<file path="src/rtl/pfm_pkg.sv">
// Package of constants and types for the PWM fault input mode block
package pfm_pkg;

  // ****************************************
  // Widths and constants
  // ****************************************
  localparam int          PFM_CNT_W    = 12;
  localparam int          PFM_MODE_W   = 4;
  localparam logic [11:0] PFM_CNT_ZERO = 12'h000;
  localparam logic [11:0] PFM_CNT_ONE  = 12'h001;

  localparam logic [3:0] PFM_M_NONE    = 4'h0;
  localparam logic [3:0] PFM_M_JUMP    = 4'h1;
  localparam logic [3:0] PFM_M_OTHER   = 4'h2;
  localparam logic [3:0] PFM_M_REPEAT  = 4'h3;
  localparam logic [3:0] PFM_M_KILL    = 4'h4;
  localparam logic [3:0] PFM_M_DEADONL = 4'h5;
  localparam logic [3:0] PFM_M_WAIT    = 4'h6;
  localparam logic [3:0] PFM_M_SWSTOP  = 4'h7;
  localparam logic [3:0] PFM_M_EDGEJ   = 4'h8;
  localparam logic [3:0] PFM_M_EDGEB   = 4'h9;
  localparam logic [3:0] PFM_M_LEVEL   = 4'ha;

  // ****************************************
  // Types
  // ****************************************
  typedef enum logic [3:0] {
    PFM_DEAD_A = 4'b0001,
    PFM_ON_A   = 4'b0010,
    PFM_DEAD_B = 4'b0100,
    PFM_ON_B   = 4'b1000
  } pfm_phase_t;

  // Phase lengths in counter ticks
  typedef struct packed {
    logic [11:0] dead_a;
    logic [11:0] on_a;
    logic [11:0] dead_b;
    logic [11:0] on_b;
  } pfm_times_t;

  // Fault event inputs
  typedef struct packed {
    logic ev_a;
    logic ev_b;
  } pfm_ev_t;

endpackage : pfm_pkg

</file>
<file path="src/rtl/pfm_fault_core.sv">
// Fault input mode sequencer and output override for the PWM timer
module pfm_fault_core
  import pfm_pkg::*;
(
  input  wire logic                  clk,
  input  wire logic                  arst_n,
  input  wire logic                  enable,
  input  wire logic [PFM_MODE_W-1:0] fault_mode_select,
  input  wire logic                  restart_cmd,
  input  wire pfm_times_t            times,
  input  wire pfm_ev_t               ev,
  output      logic                  wave_out_a,
  output      logic                  wave_out_b,
  output      pfm_phase_t            phase,
  output      logic                  stalled
);

  // ****************************************
  // State
  // ****************************************
  typedef struct packed {
    pfm_phase_t  phase;
    pfm_ev_t     ev_s;      // Registered events, first pipeline stage
    pfm_ev_t     ev_p;      // Previous events for edge detection
    logic        blk_a;     // Output A blocked to end of on time
    logic        blk_b;
    logic        stall;
    logic        rep;       // Mode 2/3 other-cycle run active
    logic        rep_a;     // Fault source of repeat is A
    logic        halt;      // Mode 7 halt
    logic        wave_a;
    logic        wave_b;
    logic        stl;       // Registered stall or halt flag for the port
  } pfm_st_t;

  pfm_st_t st_ff;
  pfm_st_t nxt_st;
  logic    ph_done;
  logic    ph_load;
  logic [PFM_CNT_W-1:0] ph_len;

  // Next phase in the normal cycle
  function automatic pfm_phase_t next_phase(input pfm_phase_t p);
    unique case (p)
      PFM_DEAD_A: next_phase = PFM_ON_A;
      PFM_ON_A:   next_phase = PFM_DEAD_B;
      PFM_DEAD_B: next_phase = PFM_ON_B;
      default:    next_phase = PFM_DEAD_A;
    endcase
  endfunction : next_phase

  // True in a phase belonging to channel A
  function automatic logic in_a(input pfm_phase_t p);
    in_a = (p == PFM_DEAD_A) || (p == PFM_ON_A);
  endfunction : in_a

  // ****************************************
  // Phase length
  // ****************************************
  always_comb
  begin
    unique case (st_ff.phase)
      PFM_DEAD_A: ph_len = times.dead_a;
      PFM_ON_A:   ph_len = times.on_a;
      PFM_DEAD_B: ph_len = times.dead_b;
      default:    ph_len = times.on_b;
    endcase
  end

  pfm_phase_cnt #(
    .CNT_W (PFM_CNT_W)
  ) u_cnt (
    .clk    (clk),
    .arst_n (arst_n),
    .run    (enable && !st_ff.stall && !st_ff.halt),
    .load   (ph_load),
    .len    (ph_len),
    .done   (ph_done)
  );

  assign ph_load = (nxt_st.phase != st_ff.phase) || !enable;

  // ****************************************
  // Sequencer and override
  // ****************************************
  always_comb
  begin
    logic       fa;
    logic       fb;
    logic       fany;
    logic       ra;
    logic       rb;
    logic       own;
    logic       on_ph;
    pfm_phase_t np;
    fa    = 1'b0;
    fb    = 1'b0;
    fany  = 1'b0;
    ra    = 1'b0;
    rb    = 1'b0;
    own   = 1'b0;
    on_ph = 1'b0;
    np    = PFM_DEAD_A;
    nxt_st = st_ff;
    nxt_st.ev_s = ev;
    nxt_st.ev_p = st_ff.ev_s;
    fa    = st_ff.ev_s.ev_a;
    fb    = st_ff.ev_s.ev_b;
    fany  = fa || fb;
    ra    = fa && !st_ff.ev_p.ev_a;
    rb    = fb && !st_ff.ev_p.ev_b;
    own   = in_a(st_ff.phase) ? fa : fb;
    on_ph = (st_ff.phase == PFM_ON_A) || (st_ff.phase == PFM_ON_B);
    np    = next_phase(st_ff.phase);
    if (ph_done)
    begin
      nxt_st.phase = np;
      nxt_st.blk_a = 1'b0;
      nxt_st.blk_b = 1'b0;
    end
    if (!enable)
    begin
      nxt_st.phase = PFM_DEAD_A;
      nxt_st.stall = 1'b0;
      nxt_st.rep   = 1'b0;
      nxt_st.halt  = 1'b0;
    end
    else
    begin
      unique case (fault_mode_select)
        PFM_M_JUMP:
          if (own && !st_ff.stall)
          begin
            nxt_st.phase = in_a(st_ff.phase) ? PFM_DEAD_B : PFM_DEAD_A;
            nxt_st.stall = 1'b1;
            nxt_st.rep_a = in_a(st_ff.phase);
          end
          else if (st_ff.stall && !(st_ff.rep_a ? fa : fb))
            nxt_st.stall = 1'b0;
        PFM_M_OTHER, PFM_M_REPEAT:
        begin
          if (!st_ff.rep && !st_ff.stall && own)
          begin
            nxt_st.rep   = 1'b1;
            nxt_st.rep_a = in_a(st_ff.phase);
            nxt_st.phase = in_a(st_ff.phase) ? PFM_DEAD_B : PFM_DEAD_A;
          end
          else if (st_ff.rep && ph_done && on_ph)
          begin
            // Other cycle done: go back to the other channel's dead time to repeat it
            nxt_st.phase = st_ff.rep_a ? PFM_DEAD_B : PFM_DEAD_A;
            if (!(st_ff.rep_a ? fa : fb))
            begin
              nxt_st.rep   = 1'b0;
              nxt_st.phase = np;
            end
            else if (fault_mode_select == PFM_M_OTHER)
            begin
              nxt_st.stall = 1'b1;
              nxt_st.rep   = 1'b0;
              nxt_st.phase = np;
            end
          end
          if (st_ff.stall && !(st_ff.rep_a ? fa : fb))
            nxt_st.stall = 1'b0;
        end
        PFM_M_DEADONL:
          if (fany && on_ph)
            nxt_st.phase = (st_ff.phase == PFM_ON_A) ? PFM_DEAD_B : PFM_DEAD_A;
          else if (fany && ph_done)
            nxt_st.phase = (st_ff.phase == PFM_DEAD_A) ? PFM_DEAD_B : PFM_DEAD_A;
        PFM_M_WAIT:
          if (st_ff.stall)
          begin
            if (!fany)
            begin
              nxt_st.stall = 1'b0;
              nxt_st.phase = (st_ff.phase == PFM_DEAD_A) ? PFM_DEAD_B : PFM_DEAD_A;
            end
          end
          else if (fany && on_ph)
          begin
            nxt_st.phase = (st_ff.phase == PFM_ON_A) ? PFM_DEAD_B : PFM_DEAD_A;
            nxt_st.stall = 1'b1;
          end
          else if (fany && ph_done)
          begin
            nxt_st.phase = st_ff.phase;
            nxt_st.stall = 1'b1;
          end
        PFM_M_SWSTOP:
          if (restart_cmd)
          begin
            nxt_st.halt  = fany;
            nxt_st.phase = PFM_DEAD_A;
          end
          else if (fany)
            nxt_st.halt = 1'b1;
        PFM_M_EDGEJ:
          if ((ra && st_ff.phase == PFM_ON_A) || (rb && st_ff.phase == PFM_ON_B))
            nxt_st.phase = (st_ff.phase == PFM_ON_A) ? PFM_DEAD_B : PFM_DEAD_A;
        PFM_M_EDGEB:
        begin
          if (ra && st_ff.phase == PFM_ON_A && !ph_done)
            nxt_st.blk_a = 1'b1;
          if (rb && st_ff.phase == PFM_ON_B && !ph_done)
            nxt_st.blk_b = 1'b1;
        end
        PFM_M_LEVEL:
        begin
          if (fa && st_ff.phase == PFM_ON_A && !ph_done)
            nxt_st.blk_a = 1'b1;
          if (fb && st_ff.phase == PFM_ON_B && !ph_done)
            nxt_st.blk_b = 1'b1;
        end
        default:
        begin
          nxt_st.stall = 1'b0;
          nxt_st.rep   = 1'b0;
          nxt_st.halt  = 1'b0;
        end
      endcase
    end
    // Output gating from the next phase
    nxt_st.wave_a = enable && (nxt_st.phase == PFM_ON_A) && !nxt_st.blk_a
                    && !nxt_st.halt;
    nxt_st.wave_b = enable && (nxt_st.phase == PFM_ON_B) && !nxt_st.blk_b
                    && !nxt_st.halt;
    if (enable)
    begin
      unique case (fault_mode_select)
        PFM_M_KILL, PFM_M_DEADONL, PFM_M_WAIT, PFM_M_SWSTOP:
        begin
          if (fany)
          begin
            nxt_st.wave_a = 1'b0;
            nxt_st.wave_b = 1'b0;
          end
        end
        PFM_M_LEVEL:
        begin
          if (fa)
            nxt_st.wave_a = 1'b0;
          if (fb)
            nxt_st.wave_b = 1'b0;
        end
        PFM_M_JUMP, PFM_M_OTHER, PFM_M_REPEAT:
        begin
          if (fa && in_a(st_ff.phase))
            nxt_st.wave_a = 1'b0;
          if (fb && !in_a(st_ff.phase))
            nxt_st.wave_b = 1'b0;
        end
        default:
        begin
          nxt_st.wave_a = nxt_st.wave_a;
        end
      endcase
    end
    // Stall flag leaves the block straight from a flop
    nxt_st.stl = nxt_st.stall || nxt_st.halt;
  end

  always_ff @(posedge clk or negedge arst_n)
  begin
    if (!arst_n)
    begin
      st_ff       <= '0;
      st_ff.phase <= PFM_DEAD_A;
    end
    else
      st_ff <= nxt_st;
  end

  // ****************************************
  // Outputs
  // ****************************************
  assign wave_out_a = st_ff.wave_a;
  assign wave_out_b = st_ff.wave_b;
  assign phase      = st_ff.phase;
  assign stalled    = st_ff.stl;

endmodule : pfm_fault_core

</file>
<file path="src/rtl/pfm_phase_cnt.sv">
// Phase length counter with stall and reload
module pfm_phase_cnt
  import pfm_pkg::*;
#(
  parameter int CNT_W = PFM_CNT_W
) (
  input  wire logic             clk,
  input  wire logic             arst_n,
  input  wire logic             run,
  input  wire logic             load,
  input  wire logic [CNT_W-1:0] len,
  output      logic             done
);

  typedef struct packed {
    logic [CNT_W-1:0] cnt;
  } pfm_cnt_st_t;

  pfm_cnt_st_t st_ff;
  pfm_cnt_st_t nxt_st;

  // Done when the phase has counted its length
  assign done = run && (st_ff.cnt >= len);

  // Count while running, reload on phase change
  always_comb
  begin
    nxt_st = st_ff;
    if (load)
      nxt_st.cnt = CNT_W'(PFM_CNT_ZERO);
    else if (run)
      nxt_st.cnt = st_ff.cnt + CNT_W'(PFM_CNT_ONE);
  end

  always_ff @(posedge clk or negedge arst_n)
  begin
    if (!arst_n)
      st_ff <= '0;
    else
      st_ff <= nxt_st;
  end

endmodule : pfm_phase_cnt

</file>
<file path="config.mk">
export PLATFORM = sky130hd
export DESIGN_NAME = pfm_fault_core
export DESIGN_NICKNAME = d
export VERILOG_FILES = /design/src/rtl/pfm_pkg.sv /design/src/rtl/pfm_fault_core.sv /design/src/rtl/pfm_phase_cnt.sv
export SDC_FILE = /design/constraint.sdc
export NUM_CORES = 1
export LEC_CHECK = 0
export ABC_AREA = 1
export BUFFER_PORTS_ARGS = -buffer_cell sky130_fd_sc_hd__buf_2
export CAP_MARGIN = 10
export CORE_MARGIN = 8
export CORE_UTILIZATION = 50
export CTS_CLUSTER_SIZE = 28
export DETAILED_ROUTE_END_ITERATION = 12
export HOLD_SLACK_MARGIN = 0.05
export PLACE_DENSITY = 0.77
export SYNTH_ARGS = -nofsm -noshare
export SYNTH_HDL_FRONTEND = slang
export SYNTH_SLANG_ARGS = --single-unit
</file>
<file path="constraint.sdc">
create_clock -name clk -period 3.45 [get_ports clk]
set_input_delay 0.1725 -clock clk [delete_from_list [all_inputs] [get_ports clk]]
set_output_delay 0.1725 -clock clk [all_outputs]
set_load 0.05 [all_outputs]
</file>
==> metrics.md, run 1 <==
| Metric | Value |
|---|---|
| Final GP Congestion | 1.03 |
| Crit path required time | 3670 ps |
| Layout net count | 648 |
| Final ANT Viol Nets | 0 |
| Critical Path AT | between 3000 and 4000 ps |
| Max Cap Viol | 0 |
| Most common library cells after synthesis | 141 x nand2_1, 68 x inv_1, 36 x nor2_1, 32 x nand3_1, 28 x dfrtp_1 |
| Routed wire length | 10100 µm |
| Cells after Synth | 465 |
| Count leader, synth | nand2_1 |
| Area share of the largest cell type after synthesis | 23.9% |
| Worst slew pin tran | roughly 670 ps |
| Rows | 28 |
| Die X | 92.7 µm |
| CTS root buf | clkbuf_8 |
| Slew headroom | 55.6% |
| Initial antenna violation count | 0 |
| Worst reg2reg endpoint | u_cnt.st_ff[1]$_DFFE_PN0P_ |
| DRT iter0 DRCs | ~290 |
| Global-route wire length before repair | 16100 µm |
| Via/cell ratio | 5.50 |
| Run status | finished with violations |
| Ys flop type | dfrtp_1 |
| Core footprint | 5820 µm² |
| Syn_nets | 536 |
| Io pins | 65 |
| # fillers | about 490 |
| Violated checks | setup timing |
| Diode count | 0 |
| Buffers added on ports | 64 |
| Total negative slack | -1860 ps |
| Setup-failing EPs final | 12 |
| Synthesized area | 2940 µm² |
| Synthesis-to-finish area growth | 37.2% |
| Worst vdd ir | around 0.15 mV |
| Chip height | ~93 µm |
| Synth Warn # | 0 |
| FFs w/ async S/R, synth | 100% |
| Pwr dens | ~320 nW/µm² |
| Drt pass-1 iters | 5 |
| Final Critical Period | 3620 ps |
| Worst-path maximum fanout | 8 |
| Largest net degree at the start of global routing | 30 |
| Share of layout cells above drive strength 1 | 35.1% |
| Sink Count | 29 |
| Final period util | 105% |
| Worst R2R Start | phase[0]$_DFF_PN1_ |
| Total CTS buffers | 5 |
| Reg2reg path depth | 26 |
| Total Power | 1.28 mW |
| Die area | 8580 µm² |
| Vias in the first global route | 3460 |
| Min-Delay Path Class | in -> reg |
| Top cells by area, synth | dfrtp_1 24%, nand2_1 18%, inv_1 8.7% |
| Synth unique cells | 42 |
| Initial core utilization | between 50% and 60% |
| Hpwl dp | 7500 µm |
| GR Overflow Total | 0 |
| #FFs+latches synth | 29 |
| Clock Latency Late Sink | a little under 300 ps |
| LEAKAGE | 2.18 nW |
| CP endpoint | u_cnt.st_ff[1]$_DFFE_PN0P_ |
| GRT Total Usage | between 20% and 30% |
| Remaining DRCs | 0 |
| Startpoint Class | flip-flop |
| Wire per inst | 15.4 µm |
| Clock Skew | 9.87 ps |
| Leading area contributor after synthesis | dfrtp_1 |
| Worst-case clock buffer depth | 2 |
| RSZ-0062 raised after global routing | yes |
| Number of synthesized flops with an enable pin | 0 |
| Max Fclk | 276 MHz |
| Critical Path Start | phase[0]$_DFF_PN1_ |
| Seq/Total Area, Yosys | 24.7% |
| Critical path type | reg -> reg |
| Vias after detailed routing | 3592 |
| R2r setup slk | -170 ps |
| Final Max Tran Viols | 0 |
| Hold Vio Cnt, Final | 0 |
| H-tree depth | 2 |
| Setup ws final | -169 ps |
| Crit. End Element | flip-flop |
| CTS tree | yes |
| Clock transition at path regs | 60 ps |
| Syn Area/Cell | 6.32 µm² |
## cells in the final DEF, fill, tap and decap left out, drive strengths merged, types with 2 or more instances in the layout
cell	instances
a211oi	2
a21oi	17
a221oi	6
a22o	5
buf	113
clkbuf	5
clkinv	3
clkinvlp	3
dfrtp	28
dlygate4sd3	3
ha	13
inv	70
nand2	155
nand3	37
nand4	14
nor2	54
nor3	6
o21ai	20
xnor2	2
xor2	8
## worst min path at each step
stage          startpoint                     endpoint  depth (start not counted)
2_1_floorplan      arst_n         nxt_st[10]$_DFF_PN0_                          0
3_3_place_gp       arst_n   u_cnt.st_ff[7]$_DFFE_PN0P_                          1
3_5_place_dp       arst_n  u_cnt.st_ff[10]$_DFFE_PN0P_                          1
4_1_cts            enable           st_ff[6]$_DFF_PN0_                          3
5_1_grt            enable           st_ff[6]$_DFF_PN0_                          3
6_report           enable           st_ff[6]$_DFF_PN0_                          3
## where the power goes
| part | switching, mW | internal, mW | total [mW] |
|---|---|---|---|
| clock network | 0.146 | 0.139 | 0.285 |
| registers | 0.0208 | 0.357 | 0.378 |
| logic | 0.359 | 0.261 | 0.619 |
| total | 0.525 | 0.757 | 1.28 |
## final cells by class
class | instances | area, µm² | share of cell area (%)
well taps | 75 | 93.8 | 2.33
inverters | 73 | 287 | 7.11
repair buffers | 116 | 774 | 19.2
flip-flops and latches | 29 | 729 | 18.1
clock inverters | 3 | 17.5 | 0.435
multi-input cells | 352 | 2060 | 51.1
clock buffers | 5 | 68.8 | 1.71
## critical path, cell delays in order, from the launching register on
cell and delay [ps]:
dfstp_2 610, nor2_4 70, nand2_4 90, clkinvlp_4 180, a22o_1 250, a221oi_1 290
ha_1 300, nand2_1 100, inv_1 50, nand2_1 60, nand2_1 60, nand2_2 90
nand2_4 100, buf_6 150, nand4_1 70, nand2_1 80, buf_4 150, o22ai_1 110
nand2_1 70, nand3b_1 90, nand2_2 70, nand2_2 70, nand2_2 60, nand2_2 70
nand2_4 90, buf_12 150, nor2_2 80
## stage by stage
step           util, %  setup slack (ps)  instance area (µm²)  cells  hold slack [ps]
3_5_place_dp      61.7              -180                 3590    632              236
5_1_grt           69.3              -439                 4030    653              273
4_1_cts           67.6             -49.9                 3930    651              239
2_1_floorplan        -              5.81                 2940    465             -123
6_report          69.3              -169                 4030    653              255
3_3_place_gp      61.7              -127                 3590    632              229
## cells by family after synthesis
kind of cell,synth area share (%)
AO/OA/AOI/OAI,12.1
AND/OR/NAND/NOR,42.5
buffers and inverters,11.8
adder cells (fa/ha/maj),5.54
multiplexers,0.341
flip-flops,24.7
XOR/XNOR,2.98
## state kept, by name, indices dropped and copies added, names as in the netlist
| name | count |
|---|---|
| phase | 4 |
| stalled | 1 |
| wave_out_b | 1 |
| u_cnt.st_ff | 12 |
| nxt_st | 2 |
| wave_out_a | 1 |
| st_ff | 8 |
## routing by layer
metal	routed length, µm	track usage [%]
met4	314	10.2
met3	798	3.40
met2	4820	39.7
met5	0	0
met1	4140	26.8
## repair_timing
item / 4_1_cts / 5_1_grt
pin swaps: 26 / 24
gates resized for setup: 39 / 28
cloned: 1 / 0
setup endpoints to repair: 15 / 19
endpoints found under the hold margin: 30 / 0
hold buffers: 3 / 0
buffers inserted: 7 / 2
Power figures use the tool's default switching activity.
==> run 2, diff against run 1 <==
- ABC_AREA: 1 -> default
- CORE_UTILIZATION: 50 -> 51
- PLACE_DENSITY: 0.77 -> 0.78
==> metrics.md, run 2 <==
| Metric | Value |
|---|---|
| Leading area contributor after synthesis | dfrtp_1 |
| Vias after detailed routing | 3838 |
| RSZ-0062 raised after global routing | yes |
| Clock transition at path regs | around 70 ps |
| Syn Area/Cell | 8.20 µm² |
| Regs by FF count | u_cnt.st_ff (12), st_ff (8), phase (4) |
| Startpoint Class | flip-flop |
| Setup-failing EPs final | 20 |
| Top Layer Used | met4 |
| Via/cell ratio | 6.83 |
| Top cells by area, synth | dfrtp_1 23%, ha_1 5.3%, nor3b_2 4.1% |
| Number of synthesized flops with an enable pin | 0 |
| Clock Latency Late Sink | 290 ps |
| Drt pass-1 iters | 8 |
| Core footprint | 5890 µm² |
| Crit path required time | roughly 3700 ps |
| Largest net degree at the start of global routing | 30 |
| Final Non-Filler Cells | 562 |
| Worst slew pin tran | around 830 ps |
| Synthesis-to-finish area growth | 39.8% |
| Crit. End Element | flip-flop |
| Worst vdd ir | ~0.28 mV |
| Diode count | 0 |
| Most frequent cells in the layout | 65 x buf_2, 56 x buf_4, 31 x nor2_1, 27 x dfrtp_1, 26 x nand2_1 |
| Final period util | 123% |
| LEAKAGE | between 1.5 and 2 nW |
| Io pins | 65 |
| Critical Path AT | 4440 ps |
| Max Fclk | around 240 MHz |
| Top reg by flops | u_cnt.st_ff |
| Max Cap Viol | 0 |
| Worst-case clock buffer depth | 2 |
| Final Max Tran Viols | 0 |
| Rows | 28 |
| Worst-path maximum fanout | 7 |
| Met3 WL | 1380 µm |
| Initial core utilization | 52.4% |
| Total CTS buffers | 5 |
| Hold Vio Cnt, Final | 0 |
| Most common library cells after synthesis | 32 x nor2_1, 29 x nand2_1, 28 x dfrtp_1, 23 x o21ai_0, 19 x a21oi_1 |
| Wire per inst | about 21 µm |
| Ys flop type | dfrtp_1 |
| Share of layout cells above drive strength 1 | 42.9% |
| Sink Count | 29 |
| Violated checks | setup timing |
| Global-route wire length before repair | 17900 µm |
| Met2 WL | between 5000 and 6000 µm |
| Synthesized area | 3080 µm² |
| Die X | 93.8 µm |
| Post-Route M1 WL | roughly 4200 µm |
| Setup ws final | -786 ps |
| FFs w/ async S/R, synth | 100% |
| Slew headroom | a little over two fifths |
| CTS tree | yes |
| GR Overflow Total | 0 |
| Initial antenna violation count | 0 |
| Remaining DRCs | 0 |
| GRT Total Usage | 25.5% |
| Critical path type | reg -> reg |
| Layout net count | about 560 |
| Synth unique cells | 67 |
| Worst hold slack | 360 ps |
| H-tree depth | 2 |
| Final GP Congestion | 0.997 |
| Vias in the first global route | roughly 3800 |
| Buffers added on ports | 64 |
| Routed wire length | 12000 µm |
| Final ANT Viol Nets | 0 |
| Synth Warn # | 0 |
| CTS root buf | clkbuf_8 |
| # fillers | 418 |
| Post-Place Cells | 530 |
| Run status | finished with violations |
| Chip height | about 94 µm |
| #FFs+latches synth | 29 |
| Clock Skew | 10.7 ps |
| Die area | 8790 µm² |
| Seq/Total Area, Yosys | 23.6% |
| Min-Delay Path Class | in -> reg |
| Number of flip-flops in the largest register | 12 |
| Cells after Synth | 376 |
| DRT iter0 DRCs | 461 |
| Commonest non-fill, non-tap cell in the layout | buf_2 |
| Final Critical Period | 4240 ps |
| Count leader, synth | nor2_1 |
| Pwr dens | around 280 nW/µm² |
| Syn_nets | about 450 |
| Area share of the largest cell type after synthesis | 22.7% |
| Hpwl dp | about 8100 µm |
## run 2: critical path: stages (launching register included)
cell      delay [ps]
dfstp_2          600
buf_6            120
nor4b_4          230
buf_12           170
buf_8            130
a222oi_1          80
a21boi_0         150
ha_1             310
nand2_2           80
nor3_4           240
and3_4           230
o211ai_1         170
a211oi_2         460
o22ai_2          190
a21oi_2          210
or4b_4           580
nor3b_4          220
## run 2: area by class of cell
cell class                      instances  area [µm²]  area share, %
Multi-Input combinational cell        306        2430           56.5
Timing Repair Buffer                  135         921           21.4
Sequential cell                        29         728           16.9
Clock buffer                            7        96.3           2.23
Tap cell                               75        93.8           2.18
Inverter                                9        33.8          0.783
Clock inverter                          1        5.00          0.116
## run 2: through the flow
stage	total power, mW	TNS [ps]	area (µm²)	util [%]	setup slack [ps]
2_1_floorplan	0.644	-4710	3220	-	-402
3_3_place_gp	0.770	-8450	3780	64.2	-575
3_5_place_dp	0.781	-9460	3780	64.2	-670
4_1_cts	1.16	-9040	4160	70.6	-649
5_1_grt	1.26	-14470	4310	73.3	-926
6_report	1.20	-11710	4310	73.3	-786
## run 2: what timing repair did
| item | CTS | global route |
|---|---|---|
| hold buffers | 3 | 0 |
| endpoints found under the setup margin | 20 | 21 |
| pin swaps | 24 | 24 |
| resized for setup | 39 | 25 |
| endpoints found under the hold margin | 30 | 0 |
| buffers inserted | 16 | 5 |
| gates cloned | 2 | 0 |
## run 2: path summary, 6_finish.rpt
kind	cells after the start	to	slack, ps	start
min in group asynchronous	2	u_cnt.st_ff[11]$_DFFE_PN0P_	470	arst_n
min reg2reg	2	st_ff[8]$_DFF_PN0_	530	st_ff[8]$_DFF_PN0_
max reg2reg	16	u_cnt.st_ff[9]$_DFFE_PN0P_	-790	phase[0]$_DFF_PN1_
max	16	u_cnt.st_ff[9]$_DFFE_PN0P_	-790	phase[0]$_DFF_PN1_
min	4	phase[1]$_DFF_PN0_	360	enable
max in group asynchronous	2	phase[3]$_DFF_PN0_	2470	arst_n
## run 2: cells by family (layout without fill, tap and decap cells)
group / count (synthesis) / count (layout) / share of synthesized area (%)
AOI/OAI and AO/OA: 120 / 120 / 28.3
xor gates and xnor gates: 16 / 16 / 4.54
adders and majority gates: 13 / 13 / 5.27
buffers and inverters: 42 / 152 / 6.82
DFF: 29 / 29 / 23.6
muxes: 7 / 7 / 2.39
and+or+nand+nor: 149 / 150 / 29.1
## run 2: routing by layer
metal	GRT usage, %	up-vias
met5	0	-
met4	17.0	0
met3	6.08	92
met2	43.1	326
met1	27.9	1761
li1	-	1659
## run 2: power breakdown
group	leakage, nW	switching (mW)	internal [mW]
logic	1.45	0.265	0.240
clock network	0.0542	0.145	0.180
registers	0.387	0.0190	0.355
total	1.89	0.429	0.775
